==> src/outport_pkg.sv <==
package outport_pkg;
   // printed offsets are register indices; byte address is four times these
   localparam logic [6:0] IDX_SET_A = 7'h10;
   localparam logic [6:0] IDX_CLEAR_A = 7'h11;
   localparam logic [6:0] IDX_SET_B = 7'h18;
   localparam logic [6:0] IDX_CLEAR_B = 7'h19;
   localparam logic [6:0] IDX_CFG_A = 7'h13;
   localparam logic [6:0] IDX_CFG_B = 7'h1B;
   localparam logic [6:0] IDX_RESERVED_LO = 7'h10;
   localparam logic [6:0] IDX_RESERVED_HI = 7'h7F;
   localparam int ADDR_W = 9;
   localparam int WORD_LSB = 2;
   localparam logic [1:0] CODE_OUTPUT = 2'h1;
   localparam logic [7:0] LATCH_RESET = 8'h00;
   localparam logic [15:0] CFG_RESET = 16'h0000;
   localparam logic [1:0] RESP_OKAY = 2'h0;
   localparam logic [1:0] RESP_SLVERR = 2'h2;
   typedef struct packed {
      logic [7:0] level;
      logic [7:0] enable;
   } pin_drive_t;
endpackage

==> src/output_port_set_clear.sv <==
`timescale 1ns/1ps
module output_port_set_clear (
   input wire logic CLK_SYS,
   input wire logic RESET_N,
   input wire logic [outport_pkg::ADDR_W-1:0] S_AXI_AWADDR,
   input wire logic S_AXI_AWVALID,
   output logic S_AXI_AWREADY,
   input wire logic [31:0] S_AXI_WDATA,
   input wire logic [3:0] S_AXI_WSTRB,
   input wire logic S_AXI_WVALID,
   output logic S_AXI_WREADY,
   output logic [1:0] S_AXI_BRESP,
   output logic S_AXI_BVALID,
   input wire logic S_AXI_BREADY,
   input wire logic [outport_pkg::ADDR_W-1:0] S_AXI_ARADDR,
   input wire logic S_AXI_ARVALID,
   output logic S_AXI_ARREADY,
   output logic [31:0] S_AXI_RDATA,
   output logic [1:0] S_AXI_RRESP,
   output logic S_AXI_RVALID,
   input wire logic S_AXI_RREADY,
   output logic [7:0] PORT_A_OUT,
   output logic [7:0] PORT_A_OE,
   output logic [7:0] PORT_B_OUT,
   output logic [7:0] PORT_B_OE
);
   localparam int PINS = 8;

   logic aw_held_r;
   logic [6:0] aw_idx_r;
   logic w_held_r;
   logic [7:0] wbyte_r;
   logic wlane_r;
   logic bvalid_r;
   logic [1:0] bresp_r;
   logic rvalid_r;
   logic [31:0] rdata_r;
   logic [1:0] rresp_r;
   logic [7:0] latch_a_r;
   logic [7:0] latch_b_r;
   logic [15:0] cfg_a_r;
   logic [15:0] cfg_b_r;
   outport_pkg::pin_drive_t drive_a;
   outport_pkg::pin_drive_t drive_b;

   function automatic logic [7:0] route_en(input logic [15:0] cfg);
      logic [7:0] en;
      en = '0;
      for (int i = 0; i < PINS; i++) begin
         en[i] = (cfg[2*i +: 2] == outport_pkg::CODE_OUTPUT);
      end
      return en;
   endfunction

   // write channels are accepted in either order and held until both exist
   wire aw_take = S_AXI_AWVALID && !aw_held_r && !bvalid_r;
   wire w_take = S_AXI_WVALID && !w_held_r && !bvalid_r;
   wire wr_fire = aw_held_r && w_held_r && !bvalid_r;
   localparam int WORD_LSB_C = outport_pkg::WORD_LSB;
   wire [6:0] aw_idx_in = S_AXI_AWADDR[outport_pkg::ADDR_W-1:WORD_LSB_C];
   wire wr_ok = wlane_r;
   wire hit_set_a = wr_fire && wr_ok
                    && aw_idx_r == outport_pkg::IDX_SET_A;
   wire hit_clr_a = wr_fire && wr_ok
                    && aw_idx_r == outport_pkg::IDX_CLEAR_A;
   wire hit_set_b = wr_fire && wr_ok
                    && aw_idx_r == outport_pkg::IDX_SET_B;
   wire hit_clr_b = wr_fire && wr_ok
                    && aw_idx_r == outport_pkg::IDX_CLEAR_B;
   wire hit_cfg_a = wr_fire && aw_idx_r == outport_pkg::IDX_CFG_A;
   wire hit_cfg_b = wr_fire && aw_idx_r == outport_pkg::IDX_CFG_B;
   wire wr_mapped = hit_set_a || hit_clr_a || hit_set_b || hit_clr_b
                    || hit_cfg_a || hit_cfg_b;

   // set wins over clear in the same byte is moot: one write per cycle
   wire [7:0] latch_a_nxt = hit_set_a ? (latch_a_r | wbyte_r)
                          : hit_clr_a ? (latch_a_r & ~wbyte_r)
                          : latch_a_r;
   wire [7:0] latch_b_nxt = hit_set_b ? (latch_b_r | wbyte_r)
                          : hit_clr_b ? (latch_b_r & ~wbyte_r)
                          : latch_b_r;
   // config pairs: two bits per pin, 16 bits per channel in low lanes
   logic [15:0] wdata_lo_r;
   wire [15:0] cfg_a_nxt = hit_cfg_a ? wdata_lo_r : cfg_a_r;
   wire [15:0] cfg_b_nxt = hit_cfg_b ? wdata_lo_r : cfg_b_r;

   // reads: set/clear words are write-only and return zero; latch hidden
   wire ar_take = S_AXI_ARVALID && !rvalid_r;
   wire [6:0] ar_idx = S_AXI_ARADDR[outport_pkg::ADDR_W-1:WORD_LSB_C];
   wire rd_cfg_a = ar_idx == outport_pkg::IDX_CFG_A;
   wire rd_cfg_b = ar_idx == outport_pkg::IDX_CFG_B;
   wire rd_wo = ar_idx == outport_pkg::IDX_SET_A
                || ar_idx == outport_pkg::IDX_CLEAR_A
                || ar_idx == outport_pkg::IDX_SET_B
                || ar_idx == outport_pkg::IDX_CLEAR_B;
   wire [31:0] rd_word = rd_cfg_a ? {16'h0000, cfg_a_r}
                       : rd_cfg_b ? {16'h0000, cfg_b_r}
                       : 32'h0000_0000;
   wire [1:0] rd_resp = (rd_cfg_a || rd_cfg_b || rd_wo)
                        ? outport_pkg::RESP_OKAY : outport_pkg::RESP_SLVERR;

   always_ff @(posedge CLK_SYS) begin
      if (!RESET_N) begin
         aw_held_r <= 1'b0;
         aw_idx_r <= '0;
      end else if (aw_take) begin
         aw_held_r <= 1'b1;
         aw_idx_r <= aw_idx_in;
      end else if (wr_fire) begin
         aw_held_r <= 1'b0;
      end
   end

   always_ff @(posedge CLK_SYS) begin
      if (!RESET_N) begin
         w_held_r <= 1'b0;
         wbyte_r <= '0;
         wlane_r <= 1'b0;
         wdata_lo_r <= '0;
      end else if (w_take) begin
         w_held_r <= 1'b1;
         wbyte_r <= S_AXI_WDATA[7:0];
         wlane_r <= S_AXI_WSTRB[0];
         wdata_lo_r <= S_AXI_WDATA[15:0];
      end else if (wr_fire) begin
         w_held_r <= 1'b0;
      end
   end

   always_ff @(posedge CLK_SYS) begin
      if (!RESET_N) begin
         bvalid_r <= 1'b0;
         bresp_r <= outport_pkg::RESP_OKAY;
      end else if (wr_fire) begin
         bvalid_r <= 1'b1;
         bresp_r <= wr_mapped ? outport_pkg::RESP_OKAY
                              : outport_pkg::RESP_SLVERR;
      end else if (S_AXI_BREADY) begin
         bvalid_r <= 1'b0;
      end
   end

   always_ff @(posedge CLK_SYS) begin
      if (!RESET_N) begin
         rvalid_r <= 1'b0;
         rdata_r <= '0;
         rresp_r <= outport_pkg::RESP_OKAY;
      end else if (ar_take) begin
         rvalid_r <= 1'b1;
         rdata_r <= rd_word;
         rresp_r <= rd_resp;
      end else if (S_AXI_RREADY) begin
         rvalid_r <= 1'b0;
      end
   end

   always_ff @(posedge CLK_SYS) begin
      if (!RESET_N) begin
         latch_a_r <= outport_pkg::LATCH_RESET;
         latch_b_r <= outport_pkg::LATCH_RESET;
         cfg_a_r <= outport_pkg::CFG_RESET;
         cfg_b_r <= outport_pkg::CFG_RESET;
      end else begin
         latch_a_r <= latch_a_nxt;
         latch_b_r <= latch_b_nxt;
         cfg_a_r <= cfg_a_nxt;
         cfg_b_r <= cfg_b_nxt;
      end
   end

   assign drive_a.level = ~latch_a_r;
   assign drive_a.enable = route_en(cfg_a_r);
   assign drive_b.level = ~latch_b_r;
   assign drive_b.enable = route_en(cfg_b_r);

   assign S_AXI_AWREADY = !aw_held_r && !bvalid_r;
   assign S_AXI_WREADY = !w_held_r && !bvalid_r;
   assign S_AXI_BVALID = bvalid_r;
   assign S_AXI_BRESP = bresp_r;
   assign S_AXI_ARREADY = !rvalid_r;
   assign S_AXI_RVALID = rvalid_r;
   assign S_AXI_RDATA = rdata_r;
   assign S_AXI_RRESP = rresp_r;
   assign PORT_A_OUT = drive_a.level;
   assign PORT_A_OE = drive_a.enable;
   assign PORT_B_OUT = drive_b.level;
   assign PORT_B_OE = drive_b.enable;

   logic seen_r;
   always_ff @(posedge CLK_SYS) begin
      if (!RESET_N) begin
         seen_r <= 1'b0;
      end else begin
         seen_r <= 1'b1;
      end
   end

   AST_CLEAR_A: assert property (@(posedge CLK_SYS)
      disable iff (!RESET_N)
      hit_clr_a |=> (latch_a_r & $past(wbyte_r)) == 8'h00)
      else $error("clear A left a bit set");
   AST_CLEAR_B: assert property (@(posedge CLK_SYS)
      disable iff (!RESET_N)
      hit_clr_b |=> (latch_b_r & $past(wbyte_r)) == 8'h00)
      else $error("clear B left a bit set");
   AST_CLEAR_KEEP: assert property (@(posedge CLK_SYS)
      disable iff (!RESET_N)
      hit_clr_b |=> (latch_b_r & ~$past(wbyte_r))
                    == ($past(latch_b_r) & ~$past(wbyte_r)))
      else $error("clear B changed an unselected bit");
   AST_CLEAR_KEEP_A: assert property (@(posedge CLK_SYS)
      disable iff (!RESET_N)
      hit_clr_a |=> (latch_a_r & ~$past(wbyte_r))
                    == ($past(latch_a_r) & ~$past(wbyte_r)))
      else $error("clear A changed an unselected bit");

   AST_CLEAR_ADDR: assert property (@(posedge CLK_SYS)
      disable iff (!RESET_N)
      hit_clr_b |-> aw_idx_r == 7'h19)
      else $error("clear B decoded at wrong index");
   AST_CLEAR_ADDR_A: assert property (@(posedge CLK_SYS)
      disable iff (!RESET_N)
      hit_clr_a |-> aw_idx_r == 7'h11)
      else $error("clear A decoded at wrong index");

   AST_INVERT: assert property (@(posedge CLK_SYS)
      disable iff (!RESET_N)
      seen_r |-> (PORT_A_OUT ^ latch_a_r) == 8'hFF)
      else $error("pin level not inverse of latch");
   AST_INVERT_B: assert property (@(posedge CLK_SYS)
      disable iff (!RESET_N)
      seen_r |-> (PORT_B_OUT ^ latch_b_r) == 8'hFF)
      else $error("pin level B not inverse of latch");
   AST_PIN_FOLLOWS: assert property (@(posedge CLK_SYS)
      disable iff (!RESET_N)
      hit_set_a |=> PORT_A_OUT == ~($past(latch_a_r) | $past(wbyte_r)))
      else $error("pins A did not follow a set write");

   AST_ROUTE: assert property (@(posedge CLK_SYS)
      disable iff (!RESET_N)
      PORT_B_OE[0] == (cfg_b_r[1:0] == 2'h1))
      else $error("pin enable not tied to code 01");
   AST_ROUTE_A: assert property (@(posedge CLK_SYS)
      disable iff (!RESET_N)
      PORT_A_OE[7] == (cfg_a_r[15:14] == 2'h1))
      else $error("pin A7 enable not tied to code 01");
   AST_ROUTE_OFF: assert property (@(posedge CLK_SYS)
      disable iff (!RESET_N)
      cfg_b_r == outport_pkg::CFG_RESET |-> PORT_B_OE == 8'h00)
      else $error("pin B driven while no pin is an output");

   AST_HIDDEN: assert property (@(posedge CLK_SYS)
      disable iff (!RESET_N)
      !hit_set_a && !hit_clr_a |=> latch_a_r == $past(latch_a_r))
      else $error("latch A changed without a write");
   AST_HIDDEN_B: assert property (@(posedge CLK_SYS)
      disable iff (!RESET_N)
      !hit_set_b && !hit_clr_b |=> latch_b_r == $past(latch_b_r))
      else $error("latch B changed without a write");
   AST_NO_LEAK: assert property (@(posedge CLK_SYS)
      disable iff (!RESET_N)
      ar_take && !rd_cfg_a && !rd_cfg_b |=> S_AXI_RDATA == 32'h0000_0000)
      else $error("read outside config returned data");
   AST_SET_REFUSED: assert property (@(posedge CLK_SYS)
      disable iff (!RESET_N)
      wr_fire && !wlane_r && aw_idx_r == outport_pkg::IDX_SET_A
      |=> S_AXI_BRESP == outport_pkg::RESP_SLVERR
          && latch_a_r == $past(latch_a_r))
      else $error("set A took a write without its low byte lane");

   AST_SET_ADDR: assert property (@(posedge CLK_SYS)
      disable iff (!RESET_N)
      ar_take && ar_idx == 7'h10 |=> S_AXI_RDATA == 32'h0000_0000)
      else $error("set register read returned data");
   AST_SET_ADDR_B: assert property (@(posedge CLK_SYS)
      disable iff (!RESET_N)
      ar_take && ar_idx == 7'h18 |=> S_AXI_RDATA == 32'h0000_0000)
      else $error("set B register read returned data");

   AST_SET: assert property (@(posedge CLK_SYS)
      disable iff (!RESET_N)
      hit_set_b |=> (latch_b_r | ~$past(wbyte_r)) == 8'hFF)
      else $error("set B left a bit clear");
   AST_SET_A: assert property (@(posedge CLK_SYS)
      disable iff (!RESET_N)
      hit_set_a |=> (latch_a_r | ~$past(wbyte_r)) == 8'hFF)
      else $error("set A left a bit clear");
   AST_SET_KEEP_A: assert property (@(posedge CLK_SYS)
      disable iff (!RESET_N)
      hit_set_a |=> (latch_a_r & ~$past(wbyte_r))
                    == ($past(latch_a_r) & ~$past(wbyte_r)))
      else $error("set A changed an unselected bit");
   AST_SET_KEEP_B: assert property (@(posedge CLK_SYS)
      disable iff (!RESET_N)
      hit_set_b |=> (latch_b_r & ~$past(wbyte_r))
                    == ($past(latch_b_r) & ~$past(wbyte_r)))
      else $error("set B changed an unselected bit");

   // one write at a time: a standing response blocks both write channels
   AST_ONE_WRITE: assert property (@(posedge CLK_SYS)
      disable iff (!RESET_N)
      S_AXI_BVALID |-> !S_AXI_AWREADY && !S_AXI_WREADY)
      else $error("write channel open while a response stands");
   AST_BRESP_LATE: assert property (@(posedge CLK_SYS)
      disable iff (!RESET_N)
      wr_fire |=> S_AXI_BVALID)
      else $error("write response missing one cycle after fire");
endmodule

==> config.mk <==
export PLATFORM = sky130hd
export DESIGN_NAME = output_port_set_clear
export DESIGN_NICKNAME = d
export VERILOG_FILES = /design/src/outport_pkg.sv /design/src/output_port_set_clear.sv
export SDC_FILE = /design/constraint.sdc
export NUM_CORES = 1
export LEC_CHECK = 0
export ABC_AREA = 1
export BUFFER_PORTS_ARGS = -buffer_cell sky130_fd_sc_hd__buf_4
export CAP_MARGIN = 40
export CORE_ASPECT_RATIO = 2
export CORE_MARGIN = 1.5
export CORE_UTILIZATION = 46
export CTS_CLUSTER_SIZE = 30
export DETAILED_ROUTE_END_ITERATION = 8
export MAX_ROUTING_LAYER = met4
export PLACE_DENSITY_LB_ADDON = 0.2
export SLEW_MARGIN = 0
export SYNTH_ARGS = -nofsm -noshare
export SYNTH_HDL_FRONTEND = slang
export SYNTH_SLANG_ARGS = --single-unit
export TNS_END_PERCENT = 1
==> constraint.sdc <==
create_clock -name CLK_SYS -period 1.3 [get_ports CLK_SYS]
set_input_delay 0.26 -clock CLK_SYS [delete_from_list [all_inputs] [get_ports CLK_SYS]]
set_output_delay 0.26 -clock CLK_SYS [all_outputs]
set_load 0.005 [all_outputs]
== Word level (Yosys, flattened, before mapping) ==
Index checks and enable logic that the tools add are counted.

* Bits in registers: 120
* Input bits: 61
* Output and inout port bits: 73
* Word-level logic and storage cells: 101

* Equality and inequality tests: 28
* Muxes and demuxes: 15
* Bitwise gates (word level): 7
* Reductions and logical operators: 36

{| class="wikitable"
|+ Operators with widths
! cell !! number
|-
| equality test 7 x 5 -> 1 bit (second input constant) || 12
|-
| equality test 2 x 1 -> 1 bit (second input constant) || 16
|-
| 2-to-1 mux 16 bit || 2
|-
| 2-to-1 mux 8 bit || 4
|-
| NOT 8 bit || 3
|-
| bitwise AND 8 bit || 2
|-
| logical AND 1 bit || 16
|-
| bitwise OR 8 bit || 2
|-
| nonzero test 2 bit || 6
|-
| logical OR 1 bit || 10
|-
| 2-to-1 mux 1 bit || 7
|-
| zero test 1 bit || 4
|-
| 2-to-1 mux 2 bit || 2
|}

== Depth between registers and ports, before layout ==
* Depth in word-level cells: 10
* Gate-level depth with buffers: 9
* Depth with buffers taken out: 8

== Worst setup path before layout ==
Ideal clock, no wire load.

* Path kind: register to register
* Start: register aw_idx_r[5]
* End: register (tool-made name)
* Library setup time: 132 ps
* Arrival time: 1105 ps
* Data required time: 1168 ps
* Slack: 63 ps
* Cell stages (with the launch flop): 8
* Buffers on the path: 1
* Clock period less this slack: 1237 ps
* Cell sequence: dfxtp_1 -> inv_1 -> nand3_2 -> nor2_8 -> buf_4 -> nand3_1 -> nand2_1 -> a21oi_1

{| class="wikitable"
|+ RTL lines
! what !! RTL line !! source
|-
| from (decl) || output_port_set_clear.sv:30 || <nowiki>logic [6:0] aw_idx_r;</nowiki>
|-
| from (signal assigned) || output_port_set_clear.sv:108 || <nowiki>aw_idx_r <= aw_idx_in;</nowiki>
|}

==> reports/results.tsv <==
stage	metric	value	unit
outcome	outcome	finished with violations	
outcome	failed_checks	setup timing	
floorplan	die-width	70.31	um
sta	finalHoldViolCount	0	
global_route	groute.usage.overall	21.40	%
job	maxCapViolCount	0	
detailed_routing	finalWirelength	10030	um
setup_path	cp_slowest_stage_delay	0.31	ns
detailed_routing	num_vias	3959	
cts	clockBufferDepth	2	
power_and_ir_drop	p_comb_share	12.3	%
setup_path	r2r_setup_slack	-0.009	ns
setup_path	crit_path_end_kind	flop	
global_route	grt_overflow	0	
yosys	syn_avg_cell_area	7.248	um2
detailed_routing	drt_iter0_drc	176	
yosys	ys_ff_latch	94	
floorplan	io-pin-count	134	
layout	fillers	863	
layout	multiInputGateArea	1863	um2
sta	period_needed	1.309	ns
setup_path	crit_top_cell	buf_6	
layout	drive_gt1_share	25.51	%
yosys	yosysTopAreaCell	dfxtp_1	
sta	rsz0062_at_grt	yes	
power_and_ir_drop	power_leakage	2.371	nW
setup_path	crit_fanout	8	
cts	cts-root-buf	clkbuf_16	
sta	setup_viol	1	
layout	layout_commonest_cell	buf_4	
floorplan	die_h	137.6	um
floorplan	std_cell_rows	49	
setup_path	critical_path_class	reg2reg	
cts	hold_buffers	0	
yosys	yosysWarningCount	0	
worst_hold_path	holdPathStages	3	
cts	h-tree-depth	3	
power_and_ir_drop	totalPowerFinal	6.242	mW
detailed_routing	wl_per_cell	12.66	um
setup_path	worst-path-stages	7	
placed_design	dp.cells	779	
yosys	synthFlopType	dfxtp_1	
global_route	antenna_found_initial	0	
yosys	async_flop_share	0	%
yosys	yosysSeqAreaShare	45.15	%
power_and_ir_drop	pwr_density_cell	1147	nW/um2
setup_path	path_buf_inv	3	
detailed_routing	firstDrtPassIters	4	
sta	fin_crit_sh	100.7	%
placed_design	place_congestion	0.8305	
cts	numCtsBuffers	9	
power_and_ir_drop	p_sw_share	24.25	%
cts	cts_tree	done	
detailed_routing	drc	0	
setup_path	slowest_stage	dfxtp_1	
power_and_ir_drop	p_sw	1.514	mW
cts	worst_skew_pair.late_latency	0.33	ns
sta	timing.clock.skew	0.003356	ns
worst_hold_path	worstHoldPathType	in2reg	
layout	area_delta_synth_final	30.62	%
layout	layout_common_cells	buf_4, nor2_1, dfxtp_1	
sta	max_freq	0.7639	GHz
setup_path	critPathRequiredTime	1.57	ns
floorplan	dieArea	9675	um2
floorplan	core_area	8890	um2
setup_path	critical_path_arrival	1.58	ns
layout	final_cells	792	
placed_design	pre_cts_slack	-0.06027	ns
detailed_routing	vias_per_cell	4.999	
power_and_ir_drop	internal_power	4.729	mW
setup_path	reg2reg_from	aw_idx_r[5]$_SDFFE_PN0P_	
setup_path	worstRegToRegCells	7	
yosys	postSynthCellCount	575	
power_and_ir_drop	power_frac_seq	49.9	%
global_route	grt_pass1_vias	3570	
power_and_ir_drop	clkPwrFrac	37.8	%
global_route	grt_start_max_net_pins	32	
yosys	synth_edf_count	0	
yosys	ys_top_cells_by_area	dfxtp_1, nor2_1, nand3_1	
cts	clock-sinks	94	
global_route	grt_pass1_wl	15990	um
yosys	syn-cell-area	4168	um2
worst_hold_path	min_from	S_AXI_WDATA[12]	
placed_design	port_buffers	92	
placed_design	dpl.hpwl	7586	um
sta	maxSlewViolCount	0	
layout	regArea	1888	um2
layout	diodes	0	
sta	setup_slack	-0.009011	ns
setup_path	crit_family	simple AND/OR/NAND/NOR gates	
setup_path	critPathLaunchType	flop	
layout	fin_nets	749	
power_and_ir_drop	ir_drop	0.8172	mV
yosys	synth_top_area_share	45.15	%
detailed_routing	antenna_left	0	
worst_hold_path	holdPathEnd	wdata_lo_r[12]$_SDFFE_PN0P_	
floorplan	start_util	46.88	%
setup_path	path_cells	inv_2 -> nand3_4 -> buf_6 -> nor3_4 -> buf_6 -> nand3_1 -> a21oi_2	
cts	path_clk_slew	0.06	ns
layout	post-route-util	61.24	%
yosys	ys_types	28	
==> logic make-up after synthesis <==
| group | share of synthesized area, % |
|---|---|
| buffers and inverters | 13.03 |
| AO/OA/AOI/OAI | 14.23 |
| flip-flops | 45.15 |
| AND/OR/NAND/NOR | 27.50 |
| other | 0.08998 |
==> worst min-delay path, cell delays in order <==
cell     delay, ns
buf_4         0.07
o21ai_0       0.07
nor2_1        0.07
==> how the worst max path moves through the flow <==
stage / startpoint / to / slack (ns)
after floorplan: aw_idx_r[5]$_SDFFE_PN0P_ / flop / 0.06
after global placement: aw_idx_r[1]$_SDFFE_PN0P_ / cfg_a_r[7]$_SDFFE_PN0P_ / 0.003
after detailed placement: aw_idx_r[0]$_SDFFE_PN0P_ / cfg_a_r[5]$_SDFFE_PN0P_ / -0.06
after CTS: aw_idx_r[0]$_SDFFE_PN0P_ / cfg_b_r[6]$_SDFFE_PN0N_ / -0.005
after global routing: aw_idx_r[6]$_SDFFE_PN0P_ / flop / -0.09
final: aw_idx_r[5]$_SDFFE_PN0P_ / flop / -0.009
==> power groups by stage <==
stage,Sequential (mW),Clock (mW),Combinational [mW]
after floorplan,3.15,0,0.437
after global placement,3.16,0,0.736
after detailed placement,3.17,0,0.753
after CTS,3.11,2.43,0.764
after global routing,3.13,2.54,0.859
final,3.11,2.36,0.767
==> layout make-up <==
cell class,count,share of cell area (%)
timing repair buffer,129,19.12
clock buffer,12,4.712
sequential,94,34.68
tap,102,2.344
clock inverter,1,0.1379
inverter,68,4.781
multi-input combinational,386,34.22
==> Yosys cell counts, types with 4 or more instances <==
master	count
inv_1	61
nand2_1	56
o21ai_0	41
o21ai_1	23
buf_4	23
clkbuf_1	12
buf_2	4
a21oi_1	53
dfxtp_1	94
nand3_1	54
nor2_1	116
inv_2	4
nand4_1	9
buf_6	4
==> per-layer routing <==
layer  up-vias  global-route usage [%]  wire length (um)
li1       2041                       -                 -
met1      1778                   20.54              3637
met2       119                   40.04              5579
met3        21                   5.194               532
met4         0                   9.081               276
met5         -                       -                 0
==> stage by stage <==
stage | hold slack, ns | area (um2) | TNS (ns)
floorplan | 0.4184 | 4232 | 0
global placement | 0.4527 | 5090 | 0
detailed placement | 0.4560 | 5090 | -0.5267
CTS | 0.1681 | 5385 | -0.004532
global route | 0.1951 | 5444 | -1.046
finish | 0.1757 | 5444 | -0.009011
==> what timing repair did <==
action                     CTS  global route
setup endpoints to repair   33            57
cloned                       0             0
pin swaps                    1            12
hold endpoints to repair     0             0
setup buffers                0             0
resized for setup           10            20
Power figures use the tool's default switching activity.
